## src/include/ocp_pkg.sv

```systemverilog
// package for the output compare unit
package ocp_pkg;
	// ==========================================
	// function select codes
	localparam logic [3:0] OCP_FN_OFF = 4'h0;
	localparam logic [3:0] OCP_FN_HIGH = 4'h1;
	localparam logic [3:0] OCP_FN_LOW = 4'h2;
	localparam logic [3:0] OCP_FN_TOGGLE = 4'h3;
	localparam logic [3:0] OCP_FN_DUAL = 4'h4;
	localparam logic [3:0] OCP_FN_PWM = 4'h5;
	localparam logic [3:0] OCP_FN_CENTER = 4'h6;
	localparam logic [3:0] OCP_FN_VFREQ = 4'h7;
	// ==========================================
	// widths and reset values
	localparam int OCP_WIDE = 32;
	localparam int OCP_NARROW = 16;
	localparam logic OCP_OUT_RESET = 1'b0;

	// ==========================================
	// control carrier
	typedef struct packed {
		logic [3:0] compare_function_select;
		logic wide_timer_select;
	} ocp_ctrl_t;

	typedef enum logic [1:0] {
		OCP_ST_IDLE = 2'b01,
		OCP_ST_RUN = 2'b10
	} ocp_state_t;

	typedef struct packed {
		ocp_state_t st;
		logic out;
		logic irq;
		logic [OCP_WIDE-1:0] cmp_a;
		logic [OCP_WIDE-1:0] cmp_b;
		logic [OCP_WIDE-1:0] acc;
		logic [OCP_WIDE-1:0] prev_timer;
	} ocp_state_s_t;
endpackage

```

## src/logic/ocp_output_compare.sv

```systemverilog
// output compare and pulse modes of a capture/compare timer channel
`timescale 1ns/1ps
module ocp_output_compare
	import ocp_pkg::*;
(
	// clock and reset
	input wire logic sys_clk_in,
	input wire logic reset_n_in,
	// control
	input wire ocp_ctrl_t ctrl_in,
	// timer and compare values
	input wire logic [OCP_WIDE-1:0] timer_count_in,
	input wire logic [OCP_WIDE-1:0] compare_a_in,
	input wire logic [OCP_WIDE-1:0] compare_b_in,
	// outputs
	output logic compare_out,
	output logic match_irq_out
);

	// ==========================================
	// state
	ocp_state_s_t s_q;
	ocp_state_s_t s_d;

	logic wide;
	logic [OCP_WIDE-1:0] mask;
	logic [OCP_WIDE-1:0] tmr;
	logic [OCP_WIDE-1:0] ca;
	logic [OCP_WIDE-1:0] cb;
	logic [OCP_WIDE-1:0] acc_sum;
	logic [3:0] fn;
	logic buffered;
	logic period_start;
	logic match_a;
	logic match_b;
	logic legal;
	logic single_edge;
	logic dual_edge;
	logic vfreq;
	logic narrow_only;
	logic set_evt;
	logic clr_evt;
	logic tgl_evt;
	logic carry;
	logic leave_run;
	logic [OCP_WIDE-1:0] acc_inc;
	logic [OCP_WIDE-1:0] prev_tmr;

	// ==========================================
	// function decode
	always_comb begin
		fn = ctrl_in.compare_function_select;
		wide = ctrl_in.wide_timer_select;
		single_edge = 1'b0;
		dual_edge = 1'b0;
		buffered = 1'b0;
		vfreq = 1'b0;
		narrow_only = 1'b0;
		case (fn)
			OCP_FN_HIGH, OCP_FN_LOW, OCP_FN_TOGGLE: begin
				single_edge = 1'b1;
			end
			OCP_FN_DUAL: begin
				dual_edge = 1'b1;
				narrow_only = 1'b1;
			end
			OCP_FN_PWM: begin
				dual_edge = 1'b1;
				buffered = 1'b1;
				narrow_only = 1'b1;
			end
			OCP_FN_CENTER: begin
				dual_edge = 1'b1;
				buffered = 1'b1;
				narrow_only = 1'b1;
			end
			OCP_FN_VFREQ: begin
				vfreq = 1'b1;
			end
			default: begin
				// off and unused codes compare nothing
				single_edge = 1'b0;
			end
		endcase
		// dual edge family refuses the wide timer
		legal = !(wide && narrow_only);
		leave_run = (fn == OCP_FN_OFF) || !legal;
		if (wide) begin
			mask = {OCP_WIDE{1'b1}};
		end else begin
			mask = {{OCP_NARROW{1'b0}}, {OCP_NARROW{1'b1}}};
		end
	end

	// ==========================================
	// period detect
	always_comb begin
		tmr = timer_count_in & mask;
		prev_tmr = s_q.prev_timer & mask;
		// timer wrapped or returned to zero: new period
		period_start = (tmr == '0) || (tmr < prev_tmr);
	end

	// ==========================================
	// compare match
	always_comb begin
		ca = (buffered ? s_q.cmp_a : compare_a_in) & mask;
		cb = (buffered ? s_q.cmp_b : compare_b_in) & mask;
		match_a = (tmr == ca);
		match_b = dual_edge && (tmr == cb);
	end

	// ==========================================
	// phase accumulator
	always_comb begin
		acc_inc = compare_a_in & mask;
		acc_sum = (s_q.acc + acc_inc) & mask;
		carry = vfreq && (acc_sum < (s_q.acc & mask));
	end

	// ==========================================
	// event select
	always_comb begin
		set_evt = 1'b0;
		clr_evt = 1'b0;
		tgl_evt = 1'b0;
		if (single_edge) begin
			set_evt = match_a && (fn == OCP_FN_HIGH);
			clr_evt = match_a && (fn == OCP_FN_LOW);
			tgl_evt = match_a && (fn == OCP_FN_TOGGLE);
		end
		if (dual_edge) begin
			// second value wins if both coincide
			clr_evt = match_b;
			set_evt = match_a && !match_b;
		end
	end

	// ==========================================
	// mode logic
	always_comb begin
		s_d = s_q;
		s_d.prev_timer = timer_count_in;
		s_d.irq = 1'b0;
		if (buffered && period_start) begin
			s_d.cmp_a = compare_a_in;
			s_d.cmp_b = compare_b_in;
		end
		case (s_q.st)
			OCP_ST_IDLE: begin
				s_d.out = OCP_OUT_RESET;
				s_d.acc = '0;
				if (!leave_run) begin
					s_d.st = OCP_ST_RUN;
					s_d.cmp_a = compare_a_in;
					s_d.cmp_b = compare_b_in;
				end
			end
			OCP_ST_RUN: begin
				if (leave_run) begin
					s_d.st = OCP_ST_IDLE;
					s_d.out = OCP_OUT_RESET;
				end else if (vfreq) begin
					// phase accumulator: output is carry pulse
					s_d.acc = acc_sum;
					s_d.out = carry;
					s_d.irq = carry;
				end else if (set_evt) begin
					s_d.out = 1'b1;
					s_d.irq = 1'b1;
				end else if (clr_evt) begin
					s_d.out = 1'b0;
					s_d.irq = 1'b1;
				end else if (tgl_evt) begin
					s_d.out = ~s_q.out;
					s_d.irq = 1'b1;
				end else begin
					// no event or unused code: level holds
					s_d.out = s_q.out;
				end
			end
			default: begin
				s_d.st = OCP_ST_IDLE;
				s_d.out = OCP_OUT_RESET;
			end
		endcase
	end

	// ==========================================
	// state register
	always_ff @(posedge sys_clk_in or negedge reset_n_in) begin
		if (!reset_n_in) begin
			s_q <= '{
				st: OCP_ST_IDLE,
				out: OCP_OUT_RESET,
				irq: 1'b0,
				cmp_a: '0,
				cmp_b: '0,
				acc: '0,
				prev_timer: '0
			};
		end else begin
			s_q <= s_d;
		end
	end

	// ==========================================
	// outputs
	assign compare_out = s_q.out;
	assign match_irq_out = s_q.irq;

endmodule // ocp_output_compare

```

## config.mk

```make
export PLATFORM = sky130hd
export DESIGN_NAME = ocp_output_compare
export DESIGN_NICKNAME = d
export VERILOG_FILES = /design/src/include/ocp_pkg.sv /design/src/logic/ocp_output_compare.sv
export SDC_FILE = /design/constraint.sdc
export NUM_CORES = 1
export LEC_CHECK = 0
export BUFFER_PORTS_ARGS = -buffer_cell sky130_fd_sc_hd__buf_2
export CAP_MARGIN = 20
export CORE_AREA = 2 2 108 152
export DETAILED_ROUTE_END_ITERATION = 7
export DIE_AREA = 0 0 110 154
export HOLD_SLACK_MARGIN = 0.06
export PLACE_DENSITY = 0.87
export SYNTH_ARGS = -nofsm -noshare
export SYNTH_HDL_FRONTEND = slang
export SYNTH_SLANG_ARGS = --single-unit
```

## constraint.sdc

```tcl
create_clock -name sys_clk_in -period 7.9 [get_ports sys_clk_in]
set_input_delay 0 -clock sys_clk_in [delete_from_list [all_inputs] [get_ports sys_clk_in]]
set_output_delay 0 -clock sys_clk_in [all_outputs]
set_load 0.05 [all_outputs]
```

; After elaboration in Yosys (flattened, before gate mapping)
; Cells that the tools add are included.
[word_totals]
latchBits = 0
out_inout_bits = 2
rom_bits = 0
reg_bits = 132
memories = 0
wordCells = 82
ram_bits = 0
inputBits = 103
[classes]
mul = 0
div_mod_pow = 0
shifts = 0
bitwise_logic = 8
magnitude_cmp = 2
reduce_logical = 19
n_eq_ne = 16
n_addsub = 1
mux = 29
[ops]
columns = operator, n
row1 = $and A32 B32 Y32, 7
row2 = $mux W64, 3
row3 = $mux W32, 5
row4 = $eq A32 B32 Y1, 2
row5 = $lt A32 B32 Y1, 2
row6 = $pmux W32 S2, 1
row7 = $add A32 B32 Y32, 1
row8 = $logic_not A32 Y1, 1
row9 = $eq A4 B3 Y1 const B, 4
row10 = $mux W1, 14
row11 = $mux W2, 5
row12 = $eq A4 B2 Y1 const B, 2
row13 = $logic_and A1 B1 Y1, 8
row14 = $ne A2 B2 Y1 const B, 4
row15 = $ne A6 B6 Y1 const B, 1
row16 = $pmux W3 S2, 1
row17 = $reduce_or A3 Y1, 2
row18 = $eq A4 B1 Y1 const B, 1
row19 = $logic_not A4 Y1, 1
row20 = $reduce_and A3 Y1, 1
row21 = $eq A2 B1 Y1 const B, 1
row22 = $eq A2 B2 Y1 const B, 1
row23 = $logic_or A1 B1 Y1, 2
row24 = $reduce_and A2 Y1, 1
row25 = 4 further kinds, 4

; Depth between registers and ports, before layout
; Gate-level depths: netlist of the first run.
[logic_depth]
ltp_word = 14
ltp_mapped = 25
ltp_nobuf = 23

; Least setup slack after synthesis of the first run
; OpenSTA, ideal clock, no wires.
[synth_path]
path_kind = flip-flop to flip-flop
from = reg s_q[33] in the netlist's numbering
to = reg s_q (netlist bit compare_out)
stages_incl_launch_ff = 22
t_arrival_ns = 4.301
path_buffers = 0
required_ns = 7.832
period_less_slack_ns = 4.369
setup_slack_ns = 3.531
setup_time_ns = 0.068
path_cell_list = dfrtp_1 ha_1 a21o_1 a21oi_1 o21ai_0 nand2_1 o21a_1 o41ai_1 a21o_1 a21oi_1 xnor2_1 and2_1 ha_1 a21o_1 a21o_1 a21oi_1 nor2_1 a211oi_1 o211ai_1 a41o_1 nor3b_1 a32o_1
[synth_between]
elab_chain_cells = 7
elab_cells_between_ends = 8
cone_classes = add/sub (1) / order compare (1) / mux (3) / bitwise (2) / reduce/logical (1)
[synth_lines]
columns = element, line_no
row1 = start: declaration, ocp_output_compare.sv:22  ; ocp_state_s_t s_q;
row2 = start signal: assignment, ocp_output_compare.sv:193  ; s_q <= '{
row3 = $add A32 B32 Y32, ocp_output_compare.sv:117  ; acc_sum = (s_q.acc + acc_inc) & mask;
row4 = $and A32 B32 Y32, ocp_output_compare.sv:117
row5 = $lt A32 B32 Y1 (*), ocp_output_compare.sv:118  ; carry = vfreq && (acc_sum < (s_q.acc & mask));
row6 = $logic_and A1 B1 Y1 (*), ocp_output_compare.sv:118
row7 = $mux W2 (*), ocp_output_compare.sv:163  ; end else if (vfreq) begin
row8 = $mux W1 (*), ocp_output_compare.sv:160  ; if (leave_run) begin
row9 = $pmux W3 S2 (*), ocp_output_compare.sv:149  ; case (s_q.st)
; Mark *: on every way between the ends. The rest lies on a longest branch, timed or not.
; A chain may end at the register's enable or synchronous reset.

; Worst setup path in the final report of the first run
[layout_path]
from = reg s_q[32] in the netlist's numbering
to = reg s_q (netlist bit compare_out)
; The elaborated chain is that of the path after synthesis.

==> results of run 1 <==
==> cells in the mapped netlist, drive strengths merged, types with 5 or more instances <==
cell / n / area (sq um)
dfrtp: 131 / 3280
ha: 97 / 1210
inv: 89 / 334
nand2: 80 / 308
a21oi: 60 / 304
mux2: 59 / 664
xnor2: 54 / 480
and2: 49 / 307
o21ai: 39 / 195
nor2: 36 / 143
a22o: 34 / 298
a21o: 33 / 248
clkbuf: 27 / 101
xor2: 27 / 255
nand4: 19 / 119
nor4: 17 / 106
mux2i: 16 / 160
nand3: 15 / 75.1
buf: 14 / 76.3
nand2b: 14 / 87.6
o21a: 12 / 90.1
nor2b: 11 / 68.8
a222oi: 10 / 100
o22ai: 10 / 62.6
nor3: 9 / 45.0
o211ai: 9 / 67.6
a31oi: 8 / 50.1
a211o: 7 / 61.3
o41ai: 6 / 52.6
a2111oi: 5 / 62.6
a221oi: 5 / 43.8
o2111ai: 5 / 43.8
or2: 5 / 31.3
==> stage by stage <==
| step | total power [mW] | setup slack, ns | std cells | util [%] |
|---|---|---|---|---|
| 6_report | 2.78 | 2.76 | 1455 | 78.5 |
| 5_1_grt | 2.88 | 2.37 | 1455 | 78.5 |
| 4_1_cts | 2.68 | 3.04 | 1455 | 78.5 |
| 2_1_floorplan | 1.65 | 3.53 | 1060 | - |
| 3_3_place_gp | 1.85 | 3.36 | 1325 | 68.7 |
| 3_5_place_dp | 1.90 | 3.16 | 1325 | 68.7 |
==> path summary, 6_finish.rpt <==
kind                                  from     endpoint  slack [ns]  cells after the start
worst max-delay path               s_q[32]  compare_out        2.76                     23
worst min-delay path            reset_n_in      s_q[71]        0.13                      2
worst max register to register     s_q[32]  compare_out        2.76                     23
worst min register to register     s_q[73]      s_q[73]        0.51                      1
max in group asynchronous       reset_n_in      s_q[19]        6.38                      3
min in group sys_clk_in         ctrl_in[3]  compare_out        0.16                      4
==> sequential cells by signal, summed over array words and instances (netlist names) <==
signal and flops:
s_q 130, compare_out 1, match_irq_out 1
==> per-layer routing <==
metal / GRT usage [%] / up-vias / share of wire (%)
met5: 0 / - / 0
met4: 29.4 / 0 / 8.8
met3: 9.92 / 265 / 9.6
met2: 66.1 / 757 / 48
met1: 45.0 / 4601 / 34
li1: - / 4211 / -
==> placed cells by master, fill, tap and decap left out, types with 15 or more instances in the layout <==
master / n
clkbuf_16: 17
ha_1: 97
buf_2: 103
dlygate4sd3_1: 98
inv_1: 89
nor2_1: 35
nor4_1: 17
a22o_1: 34
xor2_1: 26
a21o_1: 33
mux2_2: 59
o21ai_0: 39
nand2_1: 79
and2_1: 49
xnor2_1: 53
nand3_1: 15
a21oi_1: 58
dfrtp_1: 131
mux2i_1: 16
nand4_1: 19
==> area by class of cell <==
| type | instances | area (sq um) |
|---|---|---|
| flip-flops and latches | 132 | 3300 |
| well taps | 196 | 245 |
| fillers | 897 | 3320 |
| clock buffers | 19 | 443 |
| repair buffers | 208 | 1550 |
| clock inverters | 13 | 103 |
| multi-input cells | 798 | 6170 |
| inverters | 89 | 334 |
==> critical path, stage by stage (launching register included) <==
cell and delay [ns]:
dfrtp_1 0.41, ha_1 0.23, inv_1 0.07, fa_1 0.43, nor2b_1 0.13, o21ai_0 0.15, a21boi_0 0.41, o21a_1 0.21
o32a_1 0.33, a31oi_1 0.13, a211o_1 0.30, o21ai_0 0.21, xor2_1 0.10, and2_1 0.16, ha_1 0.19, a21o_1 0.17
a21o_1 0.17, a21oi_1 0.18, nor2_1 0.07, a211oi_1 0.30, o211ai_1 0.14, a41o_1 0.24, nor3b_1 0.19, a32o_1 0.15
==> where the power goes <==
part	internal (mW)	total [mW]	switching, mW	leakage, nW
registers	0.872	1.03	0.156	1.62
clock network	0.413	0.750	0.337	0.254
logic	0.470	0.998	0.529	3.91
total	1.75	2.78	1.02	5.78
==> repair_timing <==
action                                  in CTS  in global routing
hold endpoints to repair                   159                  0
hold buffers                                98                  0
endpoints found under the setup margin       0                  0
resized for setup                            0                  0
==> logic make-up (layout without fill, tap and decap cells) <==
kind of cell             count (synthesis)  count (layout)  synth area share (%)
buffers and inverters                  130             329                  5.13
flip-flops                             132             132                  33.1
AO/OA/AOI/OAI                          275             275                  19.6
multiplexers                            76              76                  8.50
AND/OR/NAND/NOR                        268             268                  13.9
XOR/XNOR                                81              81                  7.38
adder cells (fa/ha/maj)                 98              98                  12.4
==> impl_metrics.py, run 1 <==
metrics = {
    "global_routing": {
        "grt_pass1_vias": 10400,
        "grt_max_degree": 72,
        "antenna_found_initial": 0,
        "grt_overflow": 0,
        "grt_usage_pct": 40.5,
        "grt_pass1_wl_um": 52500,
    },
    "logic_synthesis": {
        "synth-seq-cells": 132,
        "yosysSeqAreaShare_pct": 33.1,
        "syn_nets": 1261,
        "netlist_instances": 1060,
        "yosysUniqueCellTypes": 70,
        "yosys_warnings": 0,
        "ys.flop_type": "dfrtp_1",
        "avgSynthCellArea_sq_um": 9.40,
        "synth_edf_count": 0,
        "async_reset_ff_share_pct": 100,
        "syn_area_sq_um": 9970,
    },
    "timing": {
        "finalSetupTns_ns": 0,
        "fin_crit_sh_pct": 65.1,
        "tightest_slew_ns": 0.951,
        "setup_viol": 0,
        "fmax_mhz": 195,
        "post-route-min-period_ns": 5.14,
        "fin_worst_hold_slack_ns": 0.129,
        "slew-limit-headroom_pct": 36.6,
        "finClkSkew_ns": 0.0101,
        "hold_viol_final": 0,
        "final_max_slew_viol_count": 0,
        "grt_setup_unrepaired": "no",
    },
    "floorplan": {
        "die_h_um": 154,
        "io_pins": 105,
        "core_sq_um": 15500,
        "rows": 54,
        "initial_utilization_pct": 64.4,
        "die_area_sq_um": 16900,
        "fp.dieW_um": 110,
    },
    "drt": {
        "first_pass_iters": 8,
        "drc": 0,
        "viasPerCell": 6.76,
        "post_drt_wl_per_cell_um": 22.8,
        "drtIter0Drc": 1018,
        "route.vias.total": 9834,
        "antenna_left": 0,
        "finalWirelength_um": 33100,
    },
    "critical_path": {
        "worst_ep_arrival_time_ns": 5.51,
        "crit_type": "register to register",
        "worst_setup_path_start_kind": "register",
        "required_ns": 8.27,
        "end_kind": "register",
        "worst-path-max-fanout": 6,
    },
    "clock_network": {
        "clockBufferDepth": 2,
        "clk_pin_slew_ns": 0.06,
        "cts_tree": "yes",
        "clock-sinks": 132,
        "cts_root_buffer": "clkbuf_16",
        "cts_inserted_buffers": 17,
        "worstSkewPairLatency_ns": 0.44,
        "htree_levels": 4,
        "post_cts_buffers": 0,
    },
    "power": {
        "p_per_area_nw_per_um2": 228,
        "irDropWorstVdd_uv": 189,
        "leakagePower_nw": 5.78,
    },
    "place": {
        "place.port_buffers": 104,
        "placed_cell_area_sq_um": 10600,
        "hpwl_um": 19800,
        "routabilityCongestion": 0.952,
    },
    "run": {
        "drv_cap": 0,
    },
    "min_path": {
        "hold_class": "input pin to async pin",
    },
    "layout": {
        "antenna_cells": 0,
        "syn2layout_area_growth_pct": 21.9,
        "fin_nets": 1447,
        "drive_gt1_share_pct": 17.2,
        "design_area_sq_um": 12200,
    },
    "run_status": {
        "status": "finished clean",
    },
}
Note: power is estimated with default switching activity, not from simulation.
==> inputs of run 2 (changes only) <==
--- a/config.mk
+++ b/config.mk
@@ -7,11 +7,11 @@
 export LEC_CHECK = 0
 export BUFFER_PORTS_ARGS = -buffer_cell sky130_fd_sc_hd__buf_2
 export CAP_MARGIN = 20
-export CORE_AREA = 2 2 108 152
+export CORE_AREA = 2 2 112 158
 export DETAILED_ROUTE_END_ITERATION = 7
-export DIE_AREA = 0 0 110 154
+export DIE_AREA = 0 0 114 160
 export HOLD_SLACK_MARGIN = 0.06
-export PLACE_DENSITY = 0.87
+export PLACE_DENSITY = 0.81
 export SYNTH_ARGS = -nofsm -noshare
 export SYNTH_HDL_FRONTEND = slang
 export SYNTH_SLANG_ARGS = --single-unit
==> constraint.sdc (replaced) <==
create_clock -name sys_clk_in -period 5.2 [get_ports sys_clk_in]
set_input_delay 0 -clock sys_clk_in [delete_from_list [all_inputs] [get_ports sys_clk_in]]
set_output_delay 0 -clock sys_clk_in [all_outputs]
set_load 0.05 [all_outputs]
==> run 2 against run 1 <==
Against the previous run: via count is 3.7% lower; setup slack worse by 2.4 ns; global-route usage is 6.5 points lower; fmax is 6.2% higher; critical endpoint unchanged; highest routed layer unchanged; largest cell class unchanged; worst hold slack better by 0.017 ns; clock-buffer cell count is 1 lower.
==> impl_metrics.py, run 2 (synthesized netlist as in run 1, its figures left out) <==
metrics = {
    "timing": {
        "finalSetupTns_ns": 0,
        "tightest_slew_ns": 0.805,
        "grt_setup_unrepaired": "no",
        "setup_viol": 0,
        "fmax_mhz": 207,
        "hold_viol_final": 0,
        "finalWorstSetupSlack_ns": 0.359,
        "fin_crit_sh_pct": 93.1,
        "slew-limit-headroom_pct": 46.3,
        "final_max_slew_viol_count": 0,
        "finClkSkew_ns": 0.0129,
        "post-route-min-period_ns": 4.84,
        "fin_worst_hold_slack_ns": 0.146,
    },
    "clock_network": {
        "clock-sinks": 132,
        "clockBufferDepth": 2,
        "cts_tree": "yes",
        "clk_pin_slew_ns": 0.07,
        "worstSkewPairLatency_ns": 0.43,
        "cts_inserted_buffers": 17,
        "htree_levels": 4,
        "cts_root_buffer": "clkbuf_16",
    },
    "layout": {
        "mostFrequentLayoutCell": "dfrtp_1",
        "fin_nets": 1449,
        "syn2layout_area_growth_pct": 23.0,
        "stdcell_count": 1468,
        "fillCellCount": 1167,
        "largest_register_ffs": 130,
        "drive_gt1_share_pct": 17.5,
        "largest-register": "s_q",
        "final_cell_mix": "131 x dfrtp_1, 103 x buf_2, 98 x dlygate4sd3_1",
        "final_util_pct": 72.3,
    },
    "global_routing": {
        "grt_max_degree": 86,
        "grt_pass1_vias": 9860,
        "grt_pass1_wl_um": 49000,
        "grt_overflow": 0,
        "grt_usage_pct": 34.0,
        "antenna_found_initial": 1,
    },
    "critical_path": {
        "required_ns": 5.56,
        "cp_slowest_cell": "fa_1",
        "cp.depth": 23,
        "critPathBufInv": 1,
        "worst_ep_arrival_time_ns": 5.20,
        "path_delay_family": "compound AO/OA/AOI/OAI gates",
        "rr_worst_depth": 23,
        "crit_path_max_incr_delay_ns": 0.42,
        "crit_type": "register to register",
        "end_kind": "register",
        "rr_endpoint": "compare_out",
        "r2r_start": "s_q[32]",
        "worst-path-max-fanout": 6,
        "path_cells": "ha_1, inv_1, fa_1, nor2b_1, o21ai_0, a21boi_1, o21a_1, o32a_2, a31oi_1, a211o_1, o21ai_0, xor2_1, and2_1, ha_1, a21o_1, a21o_1, a21oi_1, nor2_1, a211oi_1, o211ai_1, a41o_1, nor3b_1, a32o_1",
        "worst_setup_path_start_kind": "register",
        "r2r_slack_ns": 0.36,
    },
    "floorplan": {
        "die_area_sq_um": 18200,
        "die_h_um": 160,
        "initial_utilization_pct": 58.7,
        "rows": 57,
        "core_sq_um": 17000,
        "fp.dieW_um": 114,
        "io_pins": 105,
    },
    "power": {
        "p_per_area_nw_per_um2": 354,
        "leakagePower_nw": 5.84,
        "irDropWorstVdd_uv": 278,
    },
    "min_path": {
        "hold_class": "input pin to register",
        "min_to": "compare_out",
        "holdCritStartpoint": "ctrl_in[3]",
        "hold_path_depth": 4,
    },
    "run": {
        "drv_cap": 0,
    },
    "place": {
        "place_inst": 1337,
        "place.port_buffers": 104,
        "place_ws_ns": 0.449,
        "hpwl_um": 19800,
        "routabilityCongestion": 0.920,
    },
    "drt": {
        "drtIter0Drc": 787,
        "antenna_left": 0,
        "viasPerCell": 6.45,
        "route.vias.total": 9471,
        "post_drt_wl_per_cell_um": 20.7,
        "drc": 0,
        "finalWirelength_um": 30400,
        "first_pass_iters": 8,
    },
    "run_status": {
        "status": "finished clean",
    },
}
run 2: cell count changes in the layout (fill, tap and decap cells not counted), moves of 2 or more:
cell        change
buf_4           +2
bufinv_16       +3
clkinv_2        -2
clkinvlp_4      -3
inv_6           +3
run 2: worst max-delay path by stage:
stage / endpoint / start
after detailed placement: compare_out / s_q[32]
final: compare_out / s_q[32]
after global placement: compare_out / s_q[32]
after CTS: compare_out / s_q[32]
after floorplan: compare_out / s_q[33]
after global routing: compare_out / s_q[32]
run 2: report_power, final:
group / total [mW] / internal, mW / switching (mW)
logic: 1.49 / 0.719 / 0.768
registers: 1.55 / 1.32 / 0.221
clock network: 1.30 / 0.783 / 0.520
run 2: cell type report:
class / instances / area (sq um) / area share (%)
Inverter: 89 / 334 / 2.72
Timing Repair Buffer: 210 / 1570 / 12.8
Sequential cell: 132 / 3300 / 26.9
Antenna cell: 1 / 2.50 / 0.0204
Multi-Input combinational cell: 798 / 6170 / 50.3
Tap cell: 206 / 258 / 2.10
Clock buffer: 18 / 439 / 3.58
Clock inverter: 14 / 189 / 1.54
run 2: per-stage QoR:
step                      cell area [sq um]  power [mW]
final                                 12300        4.34
after global routing                  12300        4.52
after CTS                             12300        4.24
after detailed placement              10700        2.88
after global placement                10700        2.83
after floorplan                        9970        2.50
run 2: worst register-to-register path: stages (launching register included):
cell and delay (ns):
dfrtp_1 0.40, ha_1 0.19, inv_1 0.06, fa_1 0.42
nor2b_1 0.16, o21ai_0 0.12, a21boi_1 0.25, o21a_1 0.20
o32a_2 0.26, a31oi_1 0.11, a211o_1 0.31, o21ai_0 0.22
xor2_1 0.11, and2_1 0.17, ha_1 0.19, a21o_1 0.17
a21o_1 0.17, a21oi_1 0.23, nor2_1 0.07, a211oi_1 0.30
o211ai_1 0.12, a41o_1 0.24, nor3b_1 0.17, a32o_1 0.14
run 2: timing repair:
action,in CTS,in global routing
gates resized for setup,0,2
hold endpoints to repair,182,0
hold buffers,98,0
endpoints found under the setup margin,0,1
buffers inserted,0,0
run 2: per-layer routing:
metal | routed length (um) | vias to the layer above | share of wire (%) | GRT usage, %
met5 | 0 | - | 0 | 0
met4 | 2070 | 0 | 6.8 | 21.8
met3 | 2380 | 178 | 7.8 | 6.45
met2 | 14600 | 555 | 48 | 56.0
met1 | 11300 | 4509 | 37 | 40.3
li1 | - | 4229 | - | -
==> inputs of run 3 (changes only) <==
--- a/config.mk
+++ b/config.mk
@@ -12,6 +12,7 @@
 export DIE_AREA = 0 0 114 160
 export HOLD_SLACK_MARGIN = 0.06
 export PLACE_DENSITY = 0.81
+export RECOVER_POWER = 25
 export SYNTH_ARGS = -nofsm -noshare
 export SYNTH_HDL_FRONTEND = slang
 export SYNTH_SLANG_ARGS = --single-unit
==> run 3 against run 2 <==
Against the previous run: the run now ends with max-capacitance violations, max-slew violations left; clock skew about the same; fmax is 0.23% higher; critical path type unchanged; sequential cell count stayed put.
==> impl_metrics.py, run 3 (synthesized netlist as in run 1, its figures left out) <==
metrics = {
    "critical_path": {
        "worst_setup_path_start_kind": "register",
        "worst_ep_arrival_time_ns": 5.19,
        "required_ns": 5.56,
        "worst-path-max-fanout": 6,
        "end_kind": "register",
        "crit_type": "register to register",
    },
    "drt": {
        "wl_met1_um": 11300,
        "drtIter0Drc": 811,
        "top_layer": "met4",
        "route.vias.total": 9528,
        "post_drt_wl_per_cell_um": 20.7,
        "first_pass_iters": 7,
        "finalWirelength_um": 30400,
        "viasPerCell": 6.49,
        "wl_met3_um": 2370,
        "wl_met2_um": 14700,
        "drc": 0,
        "antenna_left": 0,
    },
    "floorplan": {
        "die_h_um": 160,
        "io_pins": 105,
        "fp.dieW_um": 114,
        "die_area_sq_um": 18200,
        "rows": 57,
        "initial_utilization_pct": 58.7,
        "core_sq_um": 17000,
    },
    "power": {
        "p_per_area_nw_per_um2": 355,
        "p_clk_share_pct": 30.2,
        "combPwrFrac_pct": 34.3,
        "irDropWorstVdd_uv": 279,
        "p_sw_mw": 1.51,
        "p_seq_share_pct": 35.6,
        "leakagePower_nw": 5.75,
        "switching_share_pct": 34.9,
        "p_int_mw": 2.82,
    },
    "clock_network": {
        "cts_tree": "yes",
        "post_cts_buffers": 0,
        "clk_pin_slew_ns": 0.07,
        "cts_inserted_buffers": 17,
        "clockBufferDepth": 2,
        "cts_root_buffer": "clkbuf_16",
        "worstSkewPairLatency_ns": 0.43,
        "clock-sinks": 132,
        "htree_levels": 4,
    },
    "layout": {
        "final_cell_mix": "131 x dfrtp_1, 98 x dlygate4sd3_1, 97 x ha_1",
        "largest_register_ffs": 130,
        "syn2layout_area_growth_pct": 22.6,
        "mostFrequentLayoutCell": "dfrtp_1",
        "fin_nets": 1449,
        "drive_gt1_share_pct": 14.9,
        "largest-register": "s_q",
        "design_area_sq_um": 12200,
    },
    "global_routing": {
        "antenna_found_initial": 1,
        "grt_overflow": 0,
        "grt_max_degree": 86,
        "grt_pass1_vias": 9860,
        "grt_pass1_wl_um": 49000,
        "grt_usage_pct": 34.0,
    },
    "run_status": {
        "violations": "max-capacitance violations, max-slew violations",
        "status": "finished, violations left",
    },
    "timing": {
        "finalSetupTns_ns": 0,
        "slew-limit-headroom_pct": -160,
        "post-route-min-period_ns": 4.83,
        "fin_crit_sh_pct": 92.9,
        "grt_setup_unrepaired": "no",
        "tightest_slew_ns": 3.90,
        "finClkSkew_ns": 0.0132,
        "final_max_slew_viol_count": 86,
        "fmax_mhz": 207,
        "setup_viol": 0,
        "hold_viol_final": 0,
    },
    "min_path": {
        "hold_class": "input pin to register",
    },
    "place": {
        "placed_cell_area_sq_um": 10700,
        "hpwl_um": 19800,
        "routabilityCongestion": 0.920,
        "place.port_buffers": 104,
    },
    "run": {
        "drv_cap": 1,
    },
}
run 3: layer usage:
layer  track usage (%)  vias up
met5                 0        -
met4              21.8        0
met3              6.45      171
met2              56.0      573
met1              40.3     4561
li1                  -     4223
run 3: area by class of cell:
type	instances	area (sq um)
Multi-Input combinational cell	798	6170
Fill cell	1188	4750
Timing Repair Buffer	210	1530
Sequential cell	132	3300
Antenna cell	1	2.50
Clock buffer	18	439
Tap cell	206	258
Inverter	89	334
Clock inverter	14	189
run 3: path summary, 6_finish.rpt:
kind | endpoint | from | cells past startpoint | slack, ns
min in group asynchronous | s_q[75] | reset_n_in | 2 | 1.64
min reg2reg | s_q[75] | s_q[75] | 1 | 0.50
max reg2reg | compare_out | s_q[32] | 23 | 0.37
min | compare_out | ctrl_in[3] | 4 | 0.15
max | compare_out | s_q[32] | 23 | 0.37
max in group asynchronous | s_q[56] | reset_n_in | 3 | 1.37
run 3: through the flow:
stage                     setup WS [ns]  utilization [%]  total power, mW  hold slack (ns)  std cells
final                             0.370             72.0             4.34            0.148       1468
after global routing              0.107             72.0             4.52            0.200       1468
after floorplan                   0.831                -             2.50           -0.296       1060
after global placement            0.570             62.8             2.83            0.111       1337
after detailed placement          0.449             62.8             2.88            0.120       1337
after CTS                         0.364             72.2             4.24            0.139       1467
run 3: worst max-delay path, stage by stage, from the launching register on:
cell and delay [ns]:
dfrtp_1 0.40, ha_1 0.19, inv_1 0.06, fa_1 0.42, nor2b_1 0.16, o21ai_0 0.12, a21boi_1 0.25, o21a_1 0.20
o32a_2 0.26, a31oi_1 0.11, a211o_1 0.30, o21ai_0 0.21, xor2_1 0.11, and2_1 0.17, ha_1 0.19, a21o_1 0.17
a21o_1 0.17, a21oi_1 0.23, nor2_1 0.07, a211oi_1 0.30, o211ai_1 0.12, a41o_1 0.24, nor3b_1 0.17, a32o_1 0.14
run 3: repair_timing:
| item | 4_1_cts | 5_1_grt |
|---|---|---|
| resized for setup | 0 | 2 |
| hold endpoints to repair | 182 | 0 |
| setup endpoints to repair | 0 | 1 |
| hold buffers | 98 | 0 |
run 3: power by group through the flow:
stage / sequential [mW] / clock (mW) / combinational, mW
after floorplan: 1.47 / 0 / 1.03
after global placement: 1.51 / 0 / 1.32
after detailed placement: 1.53 / 0 / 1.36
after CTS: 1.51 / 1.30 / 1.43
after global routing: 1.57 / 1.35 / 1.60
final: 1.54 / 1.31 / 1.49
